$ cat config.mk
export PLATFORM = sky130hd
export DESIGN_NAME = sar_adc_control
export DESIGN_NICKNAME = d
export VERILOG_FILES = /design/src/include/sar_adc_pkg.sv /design/src/logic/sar_adc_control.sv
export SDC_FILE = /design/constraint.sdc
export NUM_CORES = 1
export LEC_CHECK = 0
export ABC_AREA = 1
export BUFFER_PORTS_ARGS = -buffer_cell sky130_fd_sc_hd__buf_2
export CAP_MARGIN = 5
export CELL_PAD_IN_SITES_DETAIL_PLACEMENT = 0
export CELL_PAD_IN_SITES_GLOBAL_PLACEMENT = 1
export CORE_ASPECT_RATIO = 1.5
export CORE_MARGIN = 2
export CORE_UTILIZATION = 42
export CTS_BUF_LIST = sky130_fd_sc_hd__clkbuf_8
export CTS_CLUSTER_DIAMETER = 200
export DETAILED_ROUTE_END_ITERATION = 16
export PLACE_DENSITY_LB_ADDON = 0.15
export SYNTH_ARGS = -nofsm -noshare
export SYNTH_HDL_FRONTEND = slang
export SYNTH_SLANG_ARGS = --single-unit
$ cat constraint.sdc
create_clock -name clk_sys_in -period 3.05 [get_ports clk_sys_in]
set_input_delay 0.61 -clock clk_sys_in [delete_from_list [all_inputs] [get_ports clk_sys_in]]
set_output_delay 0.61 -clock clk_sys_in [all_outputs]
set_load 0.01 [all_outputs]
$ cat src/include/sar_adc_pkg.sv
// shared constants and types for the successive-approximation converter control
package sar_adc_pkg;

	localparam int ADDR_W = 20;
	localparam int RES_W = 12;

	// register byte addresses
	localparam logic [19:0] OFF_PER_CLK_EN = 20'hF00F0;
	localparam logic [19:0] OFF_MODE_CTRL = 20'hFFF30;
	localparam logic [19:0] OFF_MODE_TRIG = 20'hFFF34;
	localparam logic [19:0] OFF_MODE_EXTRA = 20'hFFF38;
	localparam logic [19:0] OFF_RESULT_WIDE = 20'hFFF3C;
	localparam logic [19:0] OFF_RESULT_UPPER = 20'hFFF40;
	localparam logic [19:0] OFF_CHANNEL = 20'hFFF44;
	localparam logic [19:0] OFF_LIMIT_UPPER = 20'hFFF48;
	localparam logic [19:0] OFF_LIMIT_LOWER = 20'hFFF4C;
	localparam logic [19:0] OFF_TEST = 20'hFFF50;
	localparam logic [19:0] OFF_STATUS = 20'hFFF54;

	// field positions
	localparam int PER_GATE_BIT = 5;
	localparam logic [7:0] PER_WRITABLE = 8'h75;
	localparam logic [7:0] MODE_CTRL_WRITABLE = 8'hFD;
	localparam int CHAN_STD_CODE = 16;
	localparam int TEST_MODE_BIT = 1;

	// reset values
	localparam logic [7:0] RST_PER_CLK_EN = 8'h00;
	localparam logic [7:0] RST_MODE = 8'h00;
	localparam logic [7:0] RST_CHANNEL = 8'h00;
	localparam logic [7:0] RST_LIMIT_UPPER = 8'hFF;
	localparam logic [7:0] RST_LIMIT_LOWER = 8'h00;
	localparam logic [7:0] RST_TEST = 8'h00;

	// timing
	localparam int CLK_NS = 100;
	localparam int STAB_SHORT_NS = 500;
	localparam int STAB_LONG_NS = 2000;
	localparam int STAB_SHORT_CYC = (STAB_SHORT_NS + CLK_NS - 1) / CLK_NS;
	localparam int STAB_LONG_CYC = (STAB_LONG_NS + CLK_NS - 1) / CLK_NS;
	localparam int SAMPLE_NORMAL1_CYC = 11;
	localparam int SAMPLE_NORMAL2_CYC = 23;
	localparam int CMP_SETTLE_CYC = 4;
	localparam int SCAN_CHANNELS = 4;

	// trigger modes in the trigger-mode register
	typedef enum logic [1:0] {
		TRIG_SOFTWARE = 2'h0,
		TRIG_HW_NOWAIT = 2'h2,
		TRIG_HW_WAIT = 2'h3
	} trig_mode_t;

	typedef struct packed {
		logic conversion_start_bit;
		logic channel_mode_bit;
		logic conv_clock_sel_2;
		logic conv_clock_sel_1;
		logic conv_clock_sel_0;
		logic conv_time_mode;
		logic reserved;
		logic comparator_enable_bit;
	} mode_ctrl_t;

	typedef struct packed {
		logic [1:0] trig_mode;
		logic one_shot;
		logic [4:0] reserved;
	} mode_trig_t;

	typedef struct packed {
		logic pos_ref_sel_hi;
		logic pos_ref_sel_lo;
		logic neg_ref_sel;
		logic [3:0] reserved;
		logic res_8bit;
	} mode_extra_t;

	typedef struct packed {
		logic internal_source_select;
		logic [1:0] reserved;
		logic [4:0] chan;
	} channel_t;

endpackage

$ cat src/logic/sar_adc_control.sv
// control logic of a successive-approximation converter with Avalon-MM registers
//
// Register access over Avalon-MM was left to the implementer.
`timescale 1ns/1ns
module sar_adc_control
	import sar_adc_pkg::*;
(
	input wire logic clk_sys_in,
	input wire logic srst_in,
	input wire logic [19:0] address_in,
	input wire logic read_in,
	input wire logic write_in,
	input wire logic [31:0] writedata_in,
	input wire logic [3:0] byteenable_in,
	output logic [31:0] readdata_out,
	output logic waitrequest_out,
	input wire logic cmp_ge_in,
	input wire logic hw_trigger_in,
	output logic [11:0] trial_code_out,
	output logic sample_out,
	output logic comparator_power_out,
	output logic [4:0] channel_out,
	output logic ext_pos_reference_out,
	output logic [1:0] pos_ref_src_out,
	output logic ext_neg_reference_out,
	output logic conversion_end_irq_out
);

	typedef enum logic [4:0] {
		ST_IDLE = 5'h01,
		ST_STAB = 5'h02,
		ST_SAMPLE = 5'h04,
		ST_COMPARE = 5'h08,
		ST_DONE = 5'h10
	} state_t;

	state_t state_q;
	logic wait_q, wr_take, adc_rst, stab_done, early_start_q;
	logic cmp_s1_q, cmp_s2_q, trg_s1_q, trg_s2_q, trg_s3_q, trg_edge;
	logic start_auto_set, start_auto_clr, all_done, in_limit;
	logic sample_q, irq_q, pos_ext_q, neg_ext_q;
	logic [31:0] readdata_q, rd_val;
	logic [7:0] wbyte, per_q, lim_up_q, lim_lo_q, test_q, result_upper_reg;
	mode_ctrl_t ctrl_q;
	mode_trig_t trig_q;
	mode_extra_t extra_q;
	channel_t chan_q;
	logic [11:0] result_wide_reg, approximation_register;
	logic [4:0] cnt_q, stab_cnt_q, stab_need, sample_len, chan_out_q;
	logic [3:0] bit_idx_q, stop_idx;
	logic [1:0] scan_idx_q, pos_src_q;

	assign readdata_out = readdata_q;
	assign waitrequest_out = wait_q;
	assign trial_code_out = approximation_register;
	assign sample_out = sample_q;
	assign comparator_power_out = ctrl_q.comparator_enable_bit;
	assign channel_out = chan_out_q;
	assign ext_pos_reference_out = pos_ext_q;
	assign pos_ref_src_out = pos_src_q;
	assign ext_neg_reference_out = neg_ext_q;
	assign conversion_end_irq_out = irq_q;

	// converter domain held in reset while its clock gate is off
	assign adc_rst = srst_in | ~per_q[PER_GATE_BIT];
	assign wr_take = write_in & ~wait_q & byteenable_in[0];
	assign wbyte = writedata_in[7:0];

	// pin inputs pass two flops before use
	always_ff @(posedge clk_sys_in) begin
		if (srst_in) begin
			cmp_s1_q <= 1'b0;
			cmp_s2_q <= 1'b0;
			trg_s1_q <= 1'b0;
			trg_s2_q <= 1'b0;
			trg_s3_q <= 1'b0;
		end else begin
			cmp_s1_q <= cmp_ge_in;
			cmp_s2_q <= cmp_s1_q;
			trg_s1_q <= hw_trigger_in;
			trg_s2_q <= trg_s1_q;
			trg_s3_q <= trg_s2_q;
		end
	end
	assign trg_edge = trg_s2_q & ~trg_s3_q;

	// one wait cycle, then answer; read data registers on the edge that drops waitrequest, a write lands one edge later
	always_ff @(posedge clk_sys_in) begin
		if (srst_in) begin
			wait_q <= 1'b1;
			readdata_q <= 32'h0000_0000;
		end else begin
			wait_q <= ~((read_in | write_in) & wait_q);
			if (read_in & wait_q) begin
				readdata_q <= rd_val;
			end
		end
	end

	always_comb begin
		rd_val = 32'h0000_0000;
		case (address_in)
			OFF_PER_CLK_EN: rd_val[7:0] = per_q;
			OFF_MODE_CTRL: rd_val[7:0] = ctrl_q;
			OFF_MODE_TRIG: rd_val[7:0] = trig_q;
			OFF_MODE_EXTRA: rd_val[7:0] = extra_q;
			OFF_RESULT_WIDE: rd_val[11:0] = result_wide_reg;
			OFF_RESULT_UPPER: rd_val[7:0] = result_upper_reg;
			OFF_CHANNEL: rd_val[7:0] = chan_q;
			OFF_LIMIT_UPPER: rd_val[7:0] = lim_up_q;
			OFF_LIMIT_LOWER: rd_val[7:0] = lim_lo_q;
			OFF_TEST: rd_val[7:0] = test_q;
			OFF_STATUS: rd_val[3:0] = {early_start_q, stab_done,
				~state_q[0], ~adc_rst};
			default: rd_val = 32'h0000_0000;
		endcase
	end

	// clock-enable register lives outside the gated domain
	always_ff @(posedge clk_sys_in) begin
		if (srst_in) begin
			per_q <= RST_PER_CLK_EN;
		end else if (wr_take && address_in == OFF_PER_CLK_EN) begin
			// unused bits read zero whatever software writes
			per_q <= wbyte & PER_WRITABLE;
		end
	end

	// configuration registers, all reset (upper limit to FF, the rest cleared) and locked while gated
	always_ff @(posedge clk_sys_in) begin
		if (adc_rst) begin
			trig_q <= RST_MODE;
			extra_q <= RST_MODE;
			chan_q <= RST_CHANNEL;
			lim_up_q <= RST_LIMIT_UPPER;
			lim_lo_q <= RST_LIMIT_LOWER;
			test_q <= RST_TEST;
		end else if (wr_take) begin
			case (address_in)
				OFF_MODE_TRIG: trig_q <= {wbyte[7:5], 5'h00};
				OFF_MODE_EXTRA: extra_q <= {wbyte[7:5], 4'h0, wbyte[0]};
				OFF_CHANNEL: chan_q <= {wbyte[7], 2'h0, wbyte[4:0]};
				OFF_LIMIT_UPPER: lim_up_q <= wbyte;
				OFF_LIMIT_LOWER: lim_lo_q <= wbyte;
				OFF_TEST: test_q <= wbyte & 8'h02;
				default: ;
			endcase
		end
	end

	// control register; hardware set wins over a software clear
	always_ff @(posedge clk_sys_in) begin
		if (adc_rst) begin
			ctrl_q <= RST_MODE;
		end else begin
			if (wr_take && address_in == OFF_MODE_CTRL) begin
				ctrl_q <= wbyte & MODE_CTRL_WRITABLE;
				// wait mode: only the trigger may set the start bit
				if (trig_q.trig_mode == TRIG_HW_WAIT) begin
					ctrl_q.conversion_start_bit <= wbyte[7] &
						ctrl_q.conversion_start_bit;
				end
			end else if (start_auto_clr) begin
				ctrl_q.conversion_start_bit <= 1'b0;
			end
			if (start_auto_set) begin
				ctrl_q.conversion_start_bit <= 1'b1;
			end
		end
	end

	// stabilization tracking from comparator enable
	always_comb begin
		if (test_q[TEST_MODE_BIT]) begin
			stab_need = 5'(STAB_SHORT_CYC);
		end else if (chan_q.internal_source_select ||
			chan_q.chan == 5'(CHAN_STD_CODE)) begin
			stab_need = 5'(STAB_LONG_CYC);
		end else begin
			stab_need = 5'(STAB_SHORT_CYC);
		end
	end
	assign stab_done = stab_cnt_q >= stab_need;

	always_ff @(posedge clk_sys_in) begin
		if (adc_rst || !ctrl_q.comparator_enable_bit) begin
			stab_cnt_q <= 5'h00;
		end else if (!stab_done) begin
			stab_cnt_q <= stab_cnt_q + 5'h01;
		end
	end

	// flag a software start made before the comparator settled
	always_ff @(posedge clk_sys_in) begin
		if (adc_rst) begin
			early_start_q <= 1'b0;
		end else if (state_q == ST_IDLE && ctrl_q.conversion_start_bit &&
			trig_q.trig_mode != TRIG_HW_WAIT) begin
			early_start_q <= ~stab_done;
		end
	end

	// reference selection drives the analog mux
	always_ff @(posedge clk_sys_in) begin
		if (adc_rst) begin
			pos_ext_q <= 1'b0;
			pos_src_q <= 2'h0;
			neg_ext_q <= 1'b0;
		end else begin
			pos_ext_q <= extra_q.pos_ref_sel_hi & extra_q.pos_ref_sel_lo;
			pos_src_q <= {extra_q.pos_ref_sel_hi, extra_q.pos_ref_sel_lo};
			neg_ext_q <= extra_q.neg_ref_sel;
		end
	end

	assign stop_idx = extra_q.res_8bit ? 4'h4 : 4'h0;
	assign sample_len = ctrl_q.conv_time_mode ? 5'(SAMPLE_NORMAL2_CYC) :
		5'(SAMPLE_NORMAL1_CYC);
	assign all_done = ~ctrl_q.channel_mode_bit ||
		scan_idx_q == 2'(SCAN_CHANNELS - 1);
	assign in_limit = approximation_register[11:4] <= lim_up_q &&
		approximation_register[11:4] >= lim_lo_q;
	assign start_auto_set = state_q == ST_IDLE &&
		trig_q.trig_mode == TRIG_HW_WAIT &&
		ctrl_q.comparator_enable_bit && trg_edge;
	// no-wait one-shot keeps the start bit and waits for the next trigger
	assign start_auto_clr = state_q == ST_DONE && all_done &&
		trig_q.one_shot && trig_q.trig_mode != TRIG_HW_NOWAIT;

	// conversion sequencer
	always_ff @(posedge clk_sys_in) begin
		if (adc_rst) begin
			state_q <= ST_IDLE;
			approximation_register <= 12'h000;
			bit_idx_q <= 4'hB;
			cnt_q <= 5'h00;
			scan_idx_q <= 2'h0;
			sample_q <= 1'b0;
			irq_q <= 1'b0;
			result_wide_reg <= 12'h000;
			result_upper_reg <= 8'h00;
			chan_out_q <= 5'h00;
		end else begin
			irq_q <= 1'b0;
			chan_out_q <= ctrl_q.channel_mode_bit ?
				chan_q.chan + {3'h0, scan_idx_q} : chan_q.chan;
			case (state_q)
				ST_IDLE: begin
					cnt_q <= 5'h00;
					scan_idx_q <= 2'h0;
					approximation_register <= 12'h000;
					if (start_auto_set) begin
						state_q <= ST_STAB;
					end else if (ctrl_q.conversion_start_bit &&
						ctrl_q.comparator_enable_bit &&
						(trig_q.trig_mode == TRIG_SOFTWARE ||
						(trig_q.trig_mode == TRIG_HW_NOWAIT && trg_edge))) begin
						state_q <= ST_SAMPLE;
						sample_q <= 1'b1;
					end
				end
				ST_STAB: begin
					// start bit reads one through this wait as well
					cnt_q <= cnt_q + 5'h01;
					if (cnt_q + 5'h01 >= stab_need) begin
						cnt_q <= 5'h00;
						state_q <= ST_SAMPLE;
						sample_q <= 1'b1;
					end
				end
				ST_SAMPLE: begin
					cnt_q <= cnt_q + 5'h01;
					if (cnt_q + 5'h01 >= sample_len) begin
						cnt_q <= 5'h00;
						sample_q <= 1'b0;
						bit_idx_q <= 4'hB;
						approximation_register <= 12'h800;
						state_q <= ST_COMPARE;
					end
				end
				ST_COMPARE: begin
					// settle covers the two-flop comparator path
					cnt_q <= cnt_q + 5'h01;
					if (cnt_q == 5'(CMP_SETTLE_CYC - 1)) begin
						cnt_q <= 5'h00;
						approximation_register[bit_idx_q] <= cmp_s2_q;
						if (bit_idx_q == stop_idx) begin
							state_q <= ST_DONE;
						end else begin
							bit_idx_q <= bit_idx_q - 4'h1;
							approximation_register[bit_idx_q - 4'h1] <= 1'b1;
						end
					end
				end
				ST_DONE: begin
					result_wide_reg <= approximation_register;
					result_upper_reg <= approximation_register[11:4];
					irq_q <= all_done & in_limit;
					scan_idx_q <= scan_idx_q + 2'h1;
					if (all_done && trig_q.one_shot) begin
						state_q <= ST_IDLE;
					end else begin
						state_q <= ST_SAMPLE;
						sample_q <= 1'b1;
					end
				end
				default: state_q <= ST_IDLE;
			endcase
			// software stop aborts at any point
			if (!ctrl_q.conversion_start_bit && state_q != ST_IDLE &&
				!(state_q == ST_DONE && start_auto_clr)) begin
				state_q <= ST_IDLE;
				sample_q <= 1'b0;
			end
		end
	end

endmodule

==> impl_metrics.env, run 1 <==
export IMPL_die_x_um=109
export IMPL_cts_hold_buf=0
export IMPL_finalSetupViolCount=0
export IMPL_switchingPower_uw=763
export IMPL_fin_tns_setup_ns=0
export IMPL_cts_clk_slew_worst_paths_ns=0.08
export IMPL_htree_levels=4
export IMPL_r2r_slack_ns=0.40
export IMPL_dp_slack_ns=0.381
export IMPL_grt_pass1_vias=6115
export IMPL_grt_busiest_layer="met2"
export IMPL_p_comb_share_pct=3.3
export IMPL_yosysUniqueCellTypes=47
export IMPL_slew_violations=0
export IMPL_synth_warnings=0
export IMPL_min_path_type="primary input to register"
export IMPL_synth_most_common_cell="nand2_1"
export IMPL_period_minus_slack_ns=2.65
export IMPL_wire_per_inst_um=15.9
export IMPL_via_per_inst=5.08
export IMPL_startpoint_type="register"
export IMPL_synth_common_cells="nand2_1 (172), nor2_1 (124), dfxtp_1 (117)"
export IMPL_core_area_mm2=0.0161
export IMPL_grt_pass1_wl_um=31400
export IMPL_port_buffers=71
export IMPL_critPathCaptureType="register"
export IMPL_std_cell_rows=57
export IMPL_min_delay_path_depth=3
export IMPL_drc=0
export IMPL_reg2reg_to="trial_code_out[1]$_SDFFE_PP0P_"
export IMPL_grt_max_degree=48
export IMPL_period_share_pct=86.7
export IMPL_track_usage_pct=23.3
export IMPL_hold_violations=0
export IMPL_drtIter0Drc=235
export IMPL_grtUsageMet1_pct=27.0
export IMPL_syn_inst=973
export IMPL_cts_buffer_depth=2
export IMPL_ir_drop_mv=0.287
export IMPL_cts_sinks=117
export IMPL_max_slew_worst_pin_slew_ns=0.567
export IMPL_grtUsageMet3_pct=4.22
export IMPL_pwr_share_clk_pct=47.6
export IMPL_pwr_share_seq_pct=49.0
export IMPL_rr_startpoint="cnt_q[0]$_SDFFE_PP0P_"
export IMPL_drt_wl_total_um=20000
export IMPL_grt_use_met2_pct=41.4
export IMPL_cts_resized=0
export IMPL_syn_avg_cell_area_um2=7.09
export IMPL_antenna_cells=0
export IMPL_synth_top_area_cell="dfxtp_1"
export IMPL_switching_share_pct=24.3
export IMPL_min_delay_worst_endpoint="cmp_s1_q$_SDFF_PP0_"
export IMPL_antenna_found_initial=0
export IMPL_maxCapViolations=0
export IMPL_power_leakage_nw=3.50
export IMPL_fin_skew_ns=0.0102
export IMPL_holdCritStartpoint="cmp_ge_in"
export IMPL_drive_gt1_share_pct=16.6
export IMPL_ys_seq_elements=117
export IMPL_postSynth_asyncResetShare_pct=0
export IMPL_grt_setup_unrepaired="no"
export IMPL_post_dp_cell_area_mm2=0.00734
export IMPL_synth_edff_count=0
export IMPL_cts_buffers=17
export IMPL_ys_top_cells_by_area="dfxtp_1 (34%), nand2_1 (9.4%), nor2_1 (6.8%)"
export IMPL_die_h_um=161
export IMPL_relSlewSlack_pct=62.1
export IMPL_max_freq_ghz=0.378
export IMPL_io_pins=119
export IMPL_insertion_delay_ns=0.43
export IMPL_finalWeightedCongestion=0.903
export IMPL_fin_ws_ns=0.405
export IMPL_syn_area_mm2=0.00690
export IMPL_dr_pass1_iters=5
export IMPL_root_buffer="clkbuf_8"
export IMPL_internal_power_mw=2.38
export IMPL_fin_area_mm2=0.00776
export IMPL_crit_start="cnt_q[0]$_SDFFE_PP0P_"
export IMPL_initial_core_util_pct=42.8
export IMPL_ys_seq_area_share_pct=34.0
export IMPL_utilization_pct=48.1
export IMPL_run_status="completed"
export IMPL_die_area_mm2=0.0175
export IMPL_place_hpwl_um=15600
export IMPL_nNetsFinal=1136
export IMPL_cts_setup_buffers=0
export IMPL_grt_overflow=0
export IMPL_area_growth_pct=12.5
export IMPL_via_count=6394
export IMPL_required_ns=3.41
export IMPL_p_per_area_mw_per_mm2=405
export IMPL_ys_flop_type="dfxtp_1"
export IMPL_reg2reg_depth=12
export IMPL_crit_type="register to register"
export IMPL_critPathArrivalTime_ns=3.01
export IMPL_drtAntennaViolNets=0
export IMPL_crit_path_max_fanout=15
export IMPL_cts_tree="built"
export IMPL_synth_top_cell_area_share_pct=34.0
[metal layers]
layer / up-vias / part of all wire, %
li1: 3331 / -
met4: 0 / 3.4
met5: - / 0
met3: 43 / 3.4
met2: 136 / 52
met1: 2884 / 42
[cell families after synthesis]
logic type                 Yosys count  synth area share, %
and+or+nand+nor                    455                 31.1
AOI/OAI and AO/OA                  185                 15.8
buffers and inverters              171                 11.4
DFF                                117                 34.0
adders and majority gates           35                 6.46
xor gates and xnor gates             5                0.635
muxes                                4                0.581
other                                1               0.0544
[metrics by stage]
step	power, mW	std cells	hold WS, ns
after floorplan	1.65	992	0.388
after detailed placement	1.68	1226	0.398
after CTS	3.18	1258	0.368
final	3.14	1258	0.385
after global placement	1.68	1226	0.390
after global routing	3.26	1258	0.372
[cells in the final DEF, fill, tap and decap left out, types with 7 or more instances in the layout]
cell type,count
nand3_2,10
nand4_1,26
buf_2,71
nand2_1,171
conb_1,20
a211oi_2,8
buf_4,7
nor3_1,7
inv_1,109
inv_2,7
nand3_1,85
dfxtp_1,117
a21oi_1,77
ha_1,34
a211oi_1,14
o211ai_1,7
clkbuf_8,17
o21ai_0,63
a21oi_2,7
nand2_2,8
nor2_1,124
[worst max-delay path, cell delays in order (launching register included)]
cell,delay [ns]
dfxtp_1,0.43
ha_1,0.24
nand3_1,0.10
xor2_1,0.27
ha_1,0.32
a21o_1,0.19
a21oi_1,0.20
nand4_4,0.17
nand2_2,0.17
nor2_8,0.09
inv_2,0.17
nand2_1,0.09
a21oi_2,0.13
[worst max path at each step]
stage	end	slack, ns	depth (start not counted)
3_5_place_dp	trial_code_out[6]$_SDFFE_PP0P_	0.38	12
5_1_grt	trial_code_out[7]$_SDFFE_PP0P_	0.18	12
3_3_place_gp	trial_code_out[2]$_SDFFE_PP0P_	0.42	12
4_1_cts	trial_code_out[6]$_SDFFE_PP0P_	0.36	12
6_report	trial_code_out[1]$_SDFFE_PP0P_	0.40	12
2_1_floorplan	trial_code_out[9]$_SDFFE_PP0P_	0.78	12
[power by group through the flow]
stage | combinational, mW | clock (mW) | sequential, mW
finish | 0.105 | 1.49 | 1.54
global route | 0.116 | 1.60 | 1.54
CTS | 0.106 | 1.54 | 1.54
detailed placement | 0.106 | 0 | 1.57
global placement | 0.105 | 0 | 1.57
floorplan | 0.0715 | 0 | 1.58
[final cells by class]
type | instances | area (um^2)
Timing Repair Buffer | 80 | 448
Clock buffer | 17 | 234
Multi-Input combinational cell | 704 | 3840
Clock inverter | 15 | 183
Tap cell | 206 | 258
Inverter | 119 | 452
Sequential cell | 117 | 2340
Fill cell | 1782 | 8360
(Power assumes the default switching activity.)
==> run 2: changes to the inputs <==
Settings changed: ABC_AREA 1 to 0, CORE_UTILIZATION 42 to 43, RECOVER_POWER set to 25.
==> run 2 against run 1 <==
Compared with the run above:
- area after synthesis shrank 5.3%
- clock skew decreased by 0.0045 ns
- count of clock-buffer cells in the layout is 2 higher
- clock power up 11%
- non-clock buffer count grew 6
- routed wire length is 3.1% lower
- via count fell by 8.9%
- critical path type unchanged
- synthesized cell count down 20%
==> impl_metrics.env, run 2 <==
export IMPL_finalSetupViolCount=0
export IMPL_pwr_share_seq_pct=46.4
export IMPL_final_cell_mix="dfxtp_1 (117), nand2_1 (97), nor2_1 (67)"
export IMPL_core_area_mm2=0.0150
export IMPL_synth_mux_area_share_pct=6.32
export IMPL_cts_buffer_depth=2
export IMPL_fin_skew_ns=0.00569
export IMPL_wire_per_inst_um=18.4
export IMPL_max_freq_ghz=0.354
export IMPL_ys_seq_elements=117
export IMPL_rr_startpoint="cnt_q[0]$_SDFFE_PP0P_"
export IMPL_crit_path_max_fanout=10
export IMPL_p_per_area_mw_per_mm2=446
export IMPL_power_leakage_nw=2.96
export IMPL_finalWeightedCongestion=0.885
export IMPL_postSynth_asyncResetShare_pct=0
export IMPL_via_count=5825
export IMPL_nNetsFinal=940
export IMPL_fin_tns_setup_ns=0
export IMPL_io_pins=119
export IMPL_r2r_slack_ns=0.23
export IMPL_grt_max_degree=58
export IMPL_grt_pass1_vias=5649
export IMPL_drtAntennaViolNets=0
export IMPL_max_slew_worst_pin_slew_ns=1.24
export IMPL_synth_top_cell_area_share_pct=35.9
export IMPL_cts_clk_slew_worst_paths_ns=0.07
export IMPL_synth_xor_xnor_area_share_pct=2.01
export IMPL_port_buffers=71
export IMPL_required_ns=3.40
export IMPL_htree_levels=4
export IMPL_layout_commonest_cell="dfxtp_1"
export IMPL_critPathArrivalTime_ns=3.18
export IMPL_drive_gt1_share_pct=14.3
export IMPL_crit_type="register to register"
export IMPL_via_per_inst=5.52
export IMPL_die_area_mm2=0.0162
export IMPL_track_usage_pct=24.0
export IMPL_min_delay_path_depth=2
export IMPL_period_share_pct=92.6
export IMPL_syn_area_mm2=0.00653
export IMPL_die_h_um=155
export IMPL_finalPower_mw=3.31
export IMPL_place_hpwl_um=15000
export IMPL_die_x_um=105
export IMPL_synth_most_common_cell="dfxtp_1"
export IMPL_dr_pass1_iters=5
export IMPL_synth_edff_count=0
export IMPL_drt_wl_total_um=19400
export IMPL_relSlewSlack_pct=17.4
export IMPL_synth_top_area_cell="dfxtp_1"
export IMPL_root_buffer="clkbuf_8"
export IMPL_syn_inst=774
export IMPL_insertion_delay_ns=0.45
export IMPL_initial_core_util_pct=43.5
export IMPL_crit_start="cnt_q[0]$_SDFFE_PP0P_"
export IMPL_cts_tree="built"
export IMPL_startpoint_type="register"
export IMPL_switchingPower_uw=733
export IMPL_synth_common_cells="dfxtp_1 (117), nand2_1 (97), nor2_1 (67)"
export IMPL_cts_hold_buf=0
export IMPL_syn_avg_cell_area_um2=8.44
export IMPL_pwr_share_clk_pct=50.3
export IMPL_min_path_type="primary input to register"
export IMPL_cts_buffers=17
export IMPL_internal_power_mw=2.58
export IMPL_synthAdderAreaFrac_pct=6.82
export IMPL_slew_violations=0
export IMPL_synth_top_family_by_area="simple AND/OR/NAND/NOR gates"
export IMPL_reg2reg_to="trial_code_out[3]$_SDFFE_PP0P_"
export IMPL_run_status="completed"
export IMPL_hold_violations=0
export IMPL_synth_compound_area_share_pct=17.6
export IMPL_antenna_cells=0
export IMPL_std_cell_rows=55
export IMPL_p_comb_share_pct=3.3
export IMPL_ys_top_cells_by_area="dfxtp_1 (36%), ha_1 (6.5%), mux2i_1 (6.0%)"
export IMPL_reg2reg_depth=10
export IMPL_synth_warnings=0
export IMPL_ys_flop_type="dfxtp_1"
export IMPL_antenna_found_initial=0
export IMPL_grt_setup_unrepaired="no"
export IMPL_drtIter0Drc=413
export IMPL_cts_sinks=117
export IMPL_grt_pass1_wl_um=30300
export IMPL_grt_overflow=0
export IMPL_period_minus_slack_ns=2.82
export IMPL_ir_drop_mv=0.320
export IMPL_area_growth_pct=13.8
export IMPL_ys_seq_area_share_pct=35.9
export IMPL_yosysUniqueCellTypes=81
export IMPL_switching_share_pct=22.2
export IMPL_maxCapViolations=0
export IMPL_drc=0
export IMPL_critPathCaptureType="register"
export IMPL_synthSimpleGateAreaFrac_pct=24.9
export IMPL_crit_end="trial_code_out[3]$_SDFFE_PP0P_"
==> run 2: cell count changes in the layout (fill, tap and decap cells not counted), moves of 16 or more <==
cell      delta
mux2i_1     +35
a21oi_1     -21
buf_2       -24
inv_1       -81
nand3_1     -54
nor2_1      -57
nand4_1     -16
nand2_1     -74
clkbuf_1    +26
o21ai_0     -39
==> run 2: layout make-up <==
| cell class | instances | area, um^2 |
|---|---|---|
| multi-input combinational | 593 | 3840 |
| fill | 1559 | 7570 |
| sequential | 117 | 2340 |
| clock buffer | 19 | 262 |
| timing repair buffer | 86 | 428 |
| clock inverter | 13 | 204 |
| inverter | 28 | 105 |
| tap | 199 | 249 |
==> run 2: timing repair <==
action | in CTS | in global routing
gates resized for setup | 0 | 1
setup buffers | 0 | 0
setup endpoints to repair | 0 | 1
==> run 2: kinds of logic (layout without fill, tap and decap cells) <==
| kind of cell | Yosys count | count (layout) |
|---|---|---|
| adders and majority gates | 35 | 35 |
| xor gates and xnor gates | 15 | 15 |
| other | 1 | 20 |
| DFF | 117 | 117 |
| muxes | 41 | 41 |
| AOI/OAI and AO/OA | 171 | 171 |
| buffers and inverters | 83 | 146 |
| and+or+nand+nor | 311 | 311 |
==> run 2: through the flow <==
| stage | area, um^2 | setup slack, ns | instances | hold slack [ns] | utilization, % |
|---|---|---|---|---|---|
| after floorplan | 6600 | 0.456 | 793 | 0.414 | - |
| after global placement | 7010 | 0.244 | 1023 | 0.428 | 46.7 |
| after detailed placement | 7010 | 0.175 | 1023 | 0.428 | 46.7 |
| after CTS | 7470 | 0.159 | 1055 | 0.350 | 49.8 |
| after global routing | 7430 | 0.00144 | 1055 | 0.356 | 49.5 |
| final | 7430 | 0.226 | 1055 | 0.367 | 49.5 |
==> run 2: how the worst min path moves through the flow <==
| stage | endpoint | slack, ns | from |
|---|---|---|---|
| 6_report | cmp_s1_q$_SDFF_PP0_ | 0.37 | cmp_ge_in |
| 2_1_floorplan | cmp_s2_q$_SDFF_PP0_ | 0.41 | cmp_s1_q$_SDFF_PP0_ |
| 4_1_cts | cmp_s1_q$_SDFF_PP0_ | 0.35 | cmp_ge_in |
| 5_1_grt | cmp_s1_q$_SDFF_PP0_ | 0.36 | cmp_ge_in |
| 3_5_place_dp | cmp_s2_q$_SDFF_PP0_ | 0.43 | cmp_s1_q$_SDFF_PP0_ |
| 3_3_place_gp | cmp_s2_q$_SDFF_PP0_ | 0.43 | cmp_s1_q$_SDFF_PP0_ |
==> run 2: power by group through the flow <==
stage	clock network [mW]	registers, mW	logic (mW)
finish	1.66	1.54	0.110
detailed placement	0	1.57	0.110
global route	1.76	1.54	0.120
floorplan	0	1.57	0.0744
global placement	0	1.57	0.109
CTS	1.69	1.54	0.110
==> run 2: worst max-delay path: stages (launching register included) <==
cell,delay (ns)
dfxtp_1,0.42
ha_1,0.28
nand3_1,0.12
xnor2_1,0.26
ha_1,0.30
and3_1,0.21
a211oi_4,0.36
a21oi_4,0.14
and3_2,0.34
o21ai_1,0.10
a21bo_1,0.20
==> run 2: per-layer routing <==
layer | vias up | routed length (um) | track usage (%)
met2 | 143 | 10000 | 42.3
met5 | - | 0 | 0
met3 | 32 | 714 | 4.65
met4 | 0 | 468 | 9.78
li1 | 2858 | - | -
met1 | 2792 | 8170 | 28.7
==> run 3: changes to the inputs <==
==> constraint.sdc (replaced) <==
create_clock -name clk_sys_in -period 3.05 [get_ports clk_sys_in]
set_input_delay 0.61 -clock clk_sys_in [delete_from_list [all_inputs] [get_ports clk_sys_in]]
set_output_delay 0.61 -clock clk_sys_in [all_outputs]
set_load 0.05 [all_outputs]
==> run 3 against run 2 <==
Compared with the run above:
- count of clock-buffer cells in the layout unchanged
- global-route usage unchanged
- sequential share of layout area about the same
- largest power group unchanged
- worst hold slack improved by 0.0019 ns
- die area unchanged
- final area about the same
- fmax about the same
- first-iteration DRC count increased by 7.0%
- clock power about the same
==> impl_metrics.env, run 3 (same netlist as run 2, synthesis figures left out) <==
export IMPL_rr_startpoint="cnt_q[0]$_SDFFE_PP0P_"
export IMPL_drtAntennaViolNets=0
export IMPL_die_h_um=155
export IMPL_p_comb_share_pct=4.8
export IMPL_min_path_type="primary input to register"
export IMPL_cts_setup_buffers=0
export IMPL_pwr_share_clk_pct=49.5
export IMPL_grt_pass1_wl_um=30300
export IMPL_power_leakage_nw=2.97
export IMPL_htree_levels=4
export IMPL_cpPeakStageDelay_ns=0.42
export IMPL_place_hpwl_um=15000
export IMPL_hold_violations=0
export IMPL_period_share_pct=92.6
export IMPL_crit_top_cell="ha_1"
export IMPL_crit_type="register to register"
export IMPL_critPathArrivalTime_ns=3.18
export IMPL_p_per_area_mw_per_mm2=452
export IMPL_die_area_mm2=0.0162
export IMPL_cts_hold_buf=0
export IMPL_via_per_inst=5.55
export IMPL_startpoint_type="register"
export IMPL_dp_slack_ns=0.175
export IMPL_fill_cells=1561
export IMPL_fin_ws_ns=0.226
export IMPL_seq_area_mm2=0.00234
export IMPL_crit_path_max_fanout=10
export IMPL_reg2reg_to="trial_code_out[3]$_SDFFE_PP0P_"
export IMPL_min_delay_worst_endpoint="cmp_s1_q$_SDFF_PP0_"
export IMPL_area_growth_pct=13.7
export IMPL_grt_pass1_vias=5649
export IMPL_root_buffer="clkbuf_8"
export IMPL_min_delay_path_depth=2
export IMPL_finalSetupViolCount=0
export IMPL_switching_share_pct=23.3
export IMPL_grt_overflow=0
export IMPL_die_x_um=105
export IMPL_required_ns=3.40
export IMPL_ir_drop_mv=0.320
export IMPL_initial_core_util_pct=43.5
export IMPL_cts_clk_slew_worst_paths_ns=0.07
export IMPL_core_area_mm2=0.0150
export IMPL_drt_wl_total_um=19400
export IMPL_io_pins=119
export IMPL_fin_skew_ns=0.00575
export IMPL_critPathCaptureType="register"
export IMPL_switchingPower_uw=782
export IMPL_cts_tree="built"
export IMPL_drc=0
export IMPL_crit_chain="ha_1, nand3_1, xnor2_1, ha_1, and3_1, a211oi_4, a21oi_4, and3_2, o21ai_1, a21bo_1"
export IMPL_cts_buffers=17
export IMPL_multi_input_area_mm2=0.00384
export IMPL_internal_power_mw=2.58
export IMPL_std_cell_rows=55
export IMPL_nNetsFinal=940
export IMPL_layout_commonest_cell="dfxtp_1"
export IMPL_max_slew_worst_pin_slew_ns=1.23
export IMPL_grt_setup_unrepaired="no"
export IMPL_r2r_slack_ns=0.23
export IMPL_holdCritStartpoint="cmp_ge_in"
export IMPL_cts_sinks=117
export IMPL_drive_gt1_share_pct=14.3
export IMPL_slowest_stage="dfxtp_1"
export IMPL_run_status="completed"
export IMPL_final_cell_mix="dfxtp_1 (117), nand2_1 (97), nor2_1 (67)"
export IMPL_period_minus_slack_ns=2.82
export IMPL_max_freq_ghz=0.354
export IMPL_insertion_delay_ns=0.45
export IMPL_drtIter0Drc=442
export IMPL_finalWeightedCongestion=0.885
export IMPL_cts_buffer_depth=2
export IMPL_wire_per_inst_um=18.4
export IMPL_pwr_share_seq_pct=45.7
export IMPL_reg2reg_depth=10
export IMPL_grt_max_degree=58
export IMPL_dr_pass1_iters=5
export IMPL_fin_tns_setup_ns=0
export IMPL_track_usage_pct=24.0
export IMPL_slew_violations=0
export IMPL_antenna_found_initial=0
export IMPL_maxCapViolations=0
export IMPL_antenna_cells=0
export IMPL_relSlewSlack_pct=18.1
export IMPL_via_count=5859
export IMPL_port_buffers=71
[run 3: worst max-delay path by stage]
stage	start	end	slack (ns)	cells past startpoint
after floorplan	cnt_q[0]$_SDFFE_PP0P_	trial_code_out[3]$_SDFFE_PP0P_	0.46	11
after global placement	cnt_q[0]$_SDFFE_PP0P_	trial_code_out[3]$_SDFFE_PP0P_	0.24	10
after detailed placement	cnt_q[0]$_SDFFE_PP0P_	trial_code_out[3]$_SDFFE_PP0P_	0.18	10
after CTS	cnt_q[0]$_SDFFE_PP0P_	trial_code_out[3]$_SDFFE_PP0P_	0.16	10
after global routing	cnt_q[0]$_SDFFE_PP0P_	trial_code_out[3]$_SDFFE_PP0P_	0.001	10
final	cnt_q[0]$_SDFFE_PP0P_	trial_code_out[3]$_SDFFE_PP0P_	0.23	10
[run 3: cell type report]
| class | instances | area share [%] |
|---|---|---|
| Timing Repair Buffer | 86 | 5.73 |
| Inverter | 28 | 1.41 |
| Tap cell | 199 | 3.35 |
| Multi-Input combinational cell | 593 | 51.7 |
| Clock inverter | 13 | 2.75 |
| Sequential cell | 117 | 31.5 |
| Clock buffer | 19 | 3.52 |
[run 3: per-stage QoR]
step	instance area (um^2)	hold WS (ns)	cells	power, mW	utilization [%]
after floorplan	6600	0.414	793	1.70	-
after global routing	7430	0.356	1055	3.46	49.5
after detailed placement	7010	0.428	1023	1.73	46.7
final	7430	0.369	1055	3.36	49.5
after global placement	7010	0.428	1023	1.73	46.7
after CTS	7470	0.350	1055	3.39	49.8
[run 3: routing by layer]
metal | up-vias | global-route usage (%) | wire [um]
li1 | 2851 | - | -
met1 | 2816 | 28.7 | 8230
met2 | 153 | 42.3 | 9970
met3 | 39 | 4.65 | 660
met4 | 0 | 9.78 | 530
met5 | - | 0 | 0
[run 3: worst max-delay path: cells and delay by family (launching register included)]
kind                       cells  cell delay (ns)
AOI/OAI and AO/OA              4             0.80
xor gates and xnor gates       1             0.26
adders and majority gates      2             0.58
DFF                            1             0.42
and+or+nand+nor                3             0.67
[run 3: power groups by stage]
stage	clock network (mW)	logic [mW]	registers, mW
finish	1.66	0.160	1.54
floorplan	0	0.118	1.58
detailed placement	0	0.159	1.57
global placement	0	0.158	1.57
global route	1.76	0.169	1.54
CTS	1.69	0.160	1.54
[run 3: what timing repair did]
| action | in CTS | in global routing |
|---|---|---|
| hold endpoints to repair | 0 | 0 |
| endpoints found under the setup margin | 0 | 1 |
| gates resized for setup | 0 | 1 |
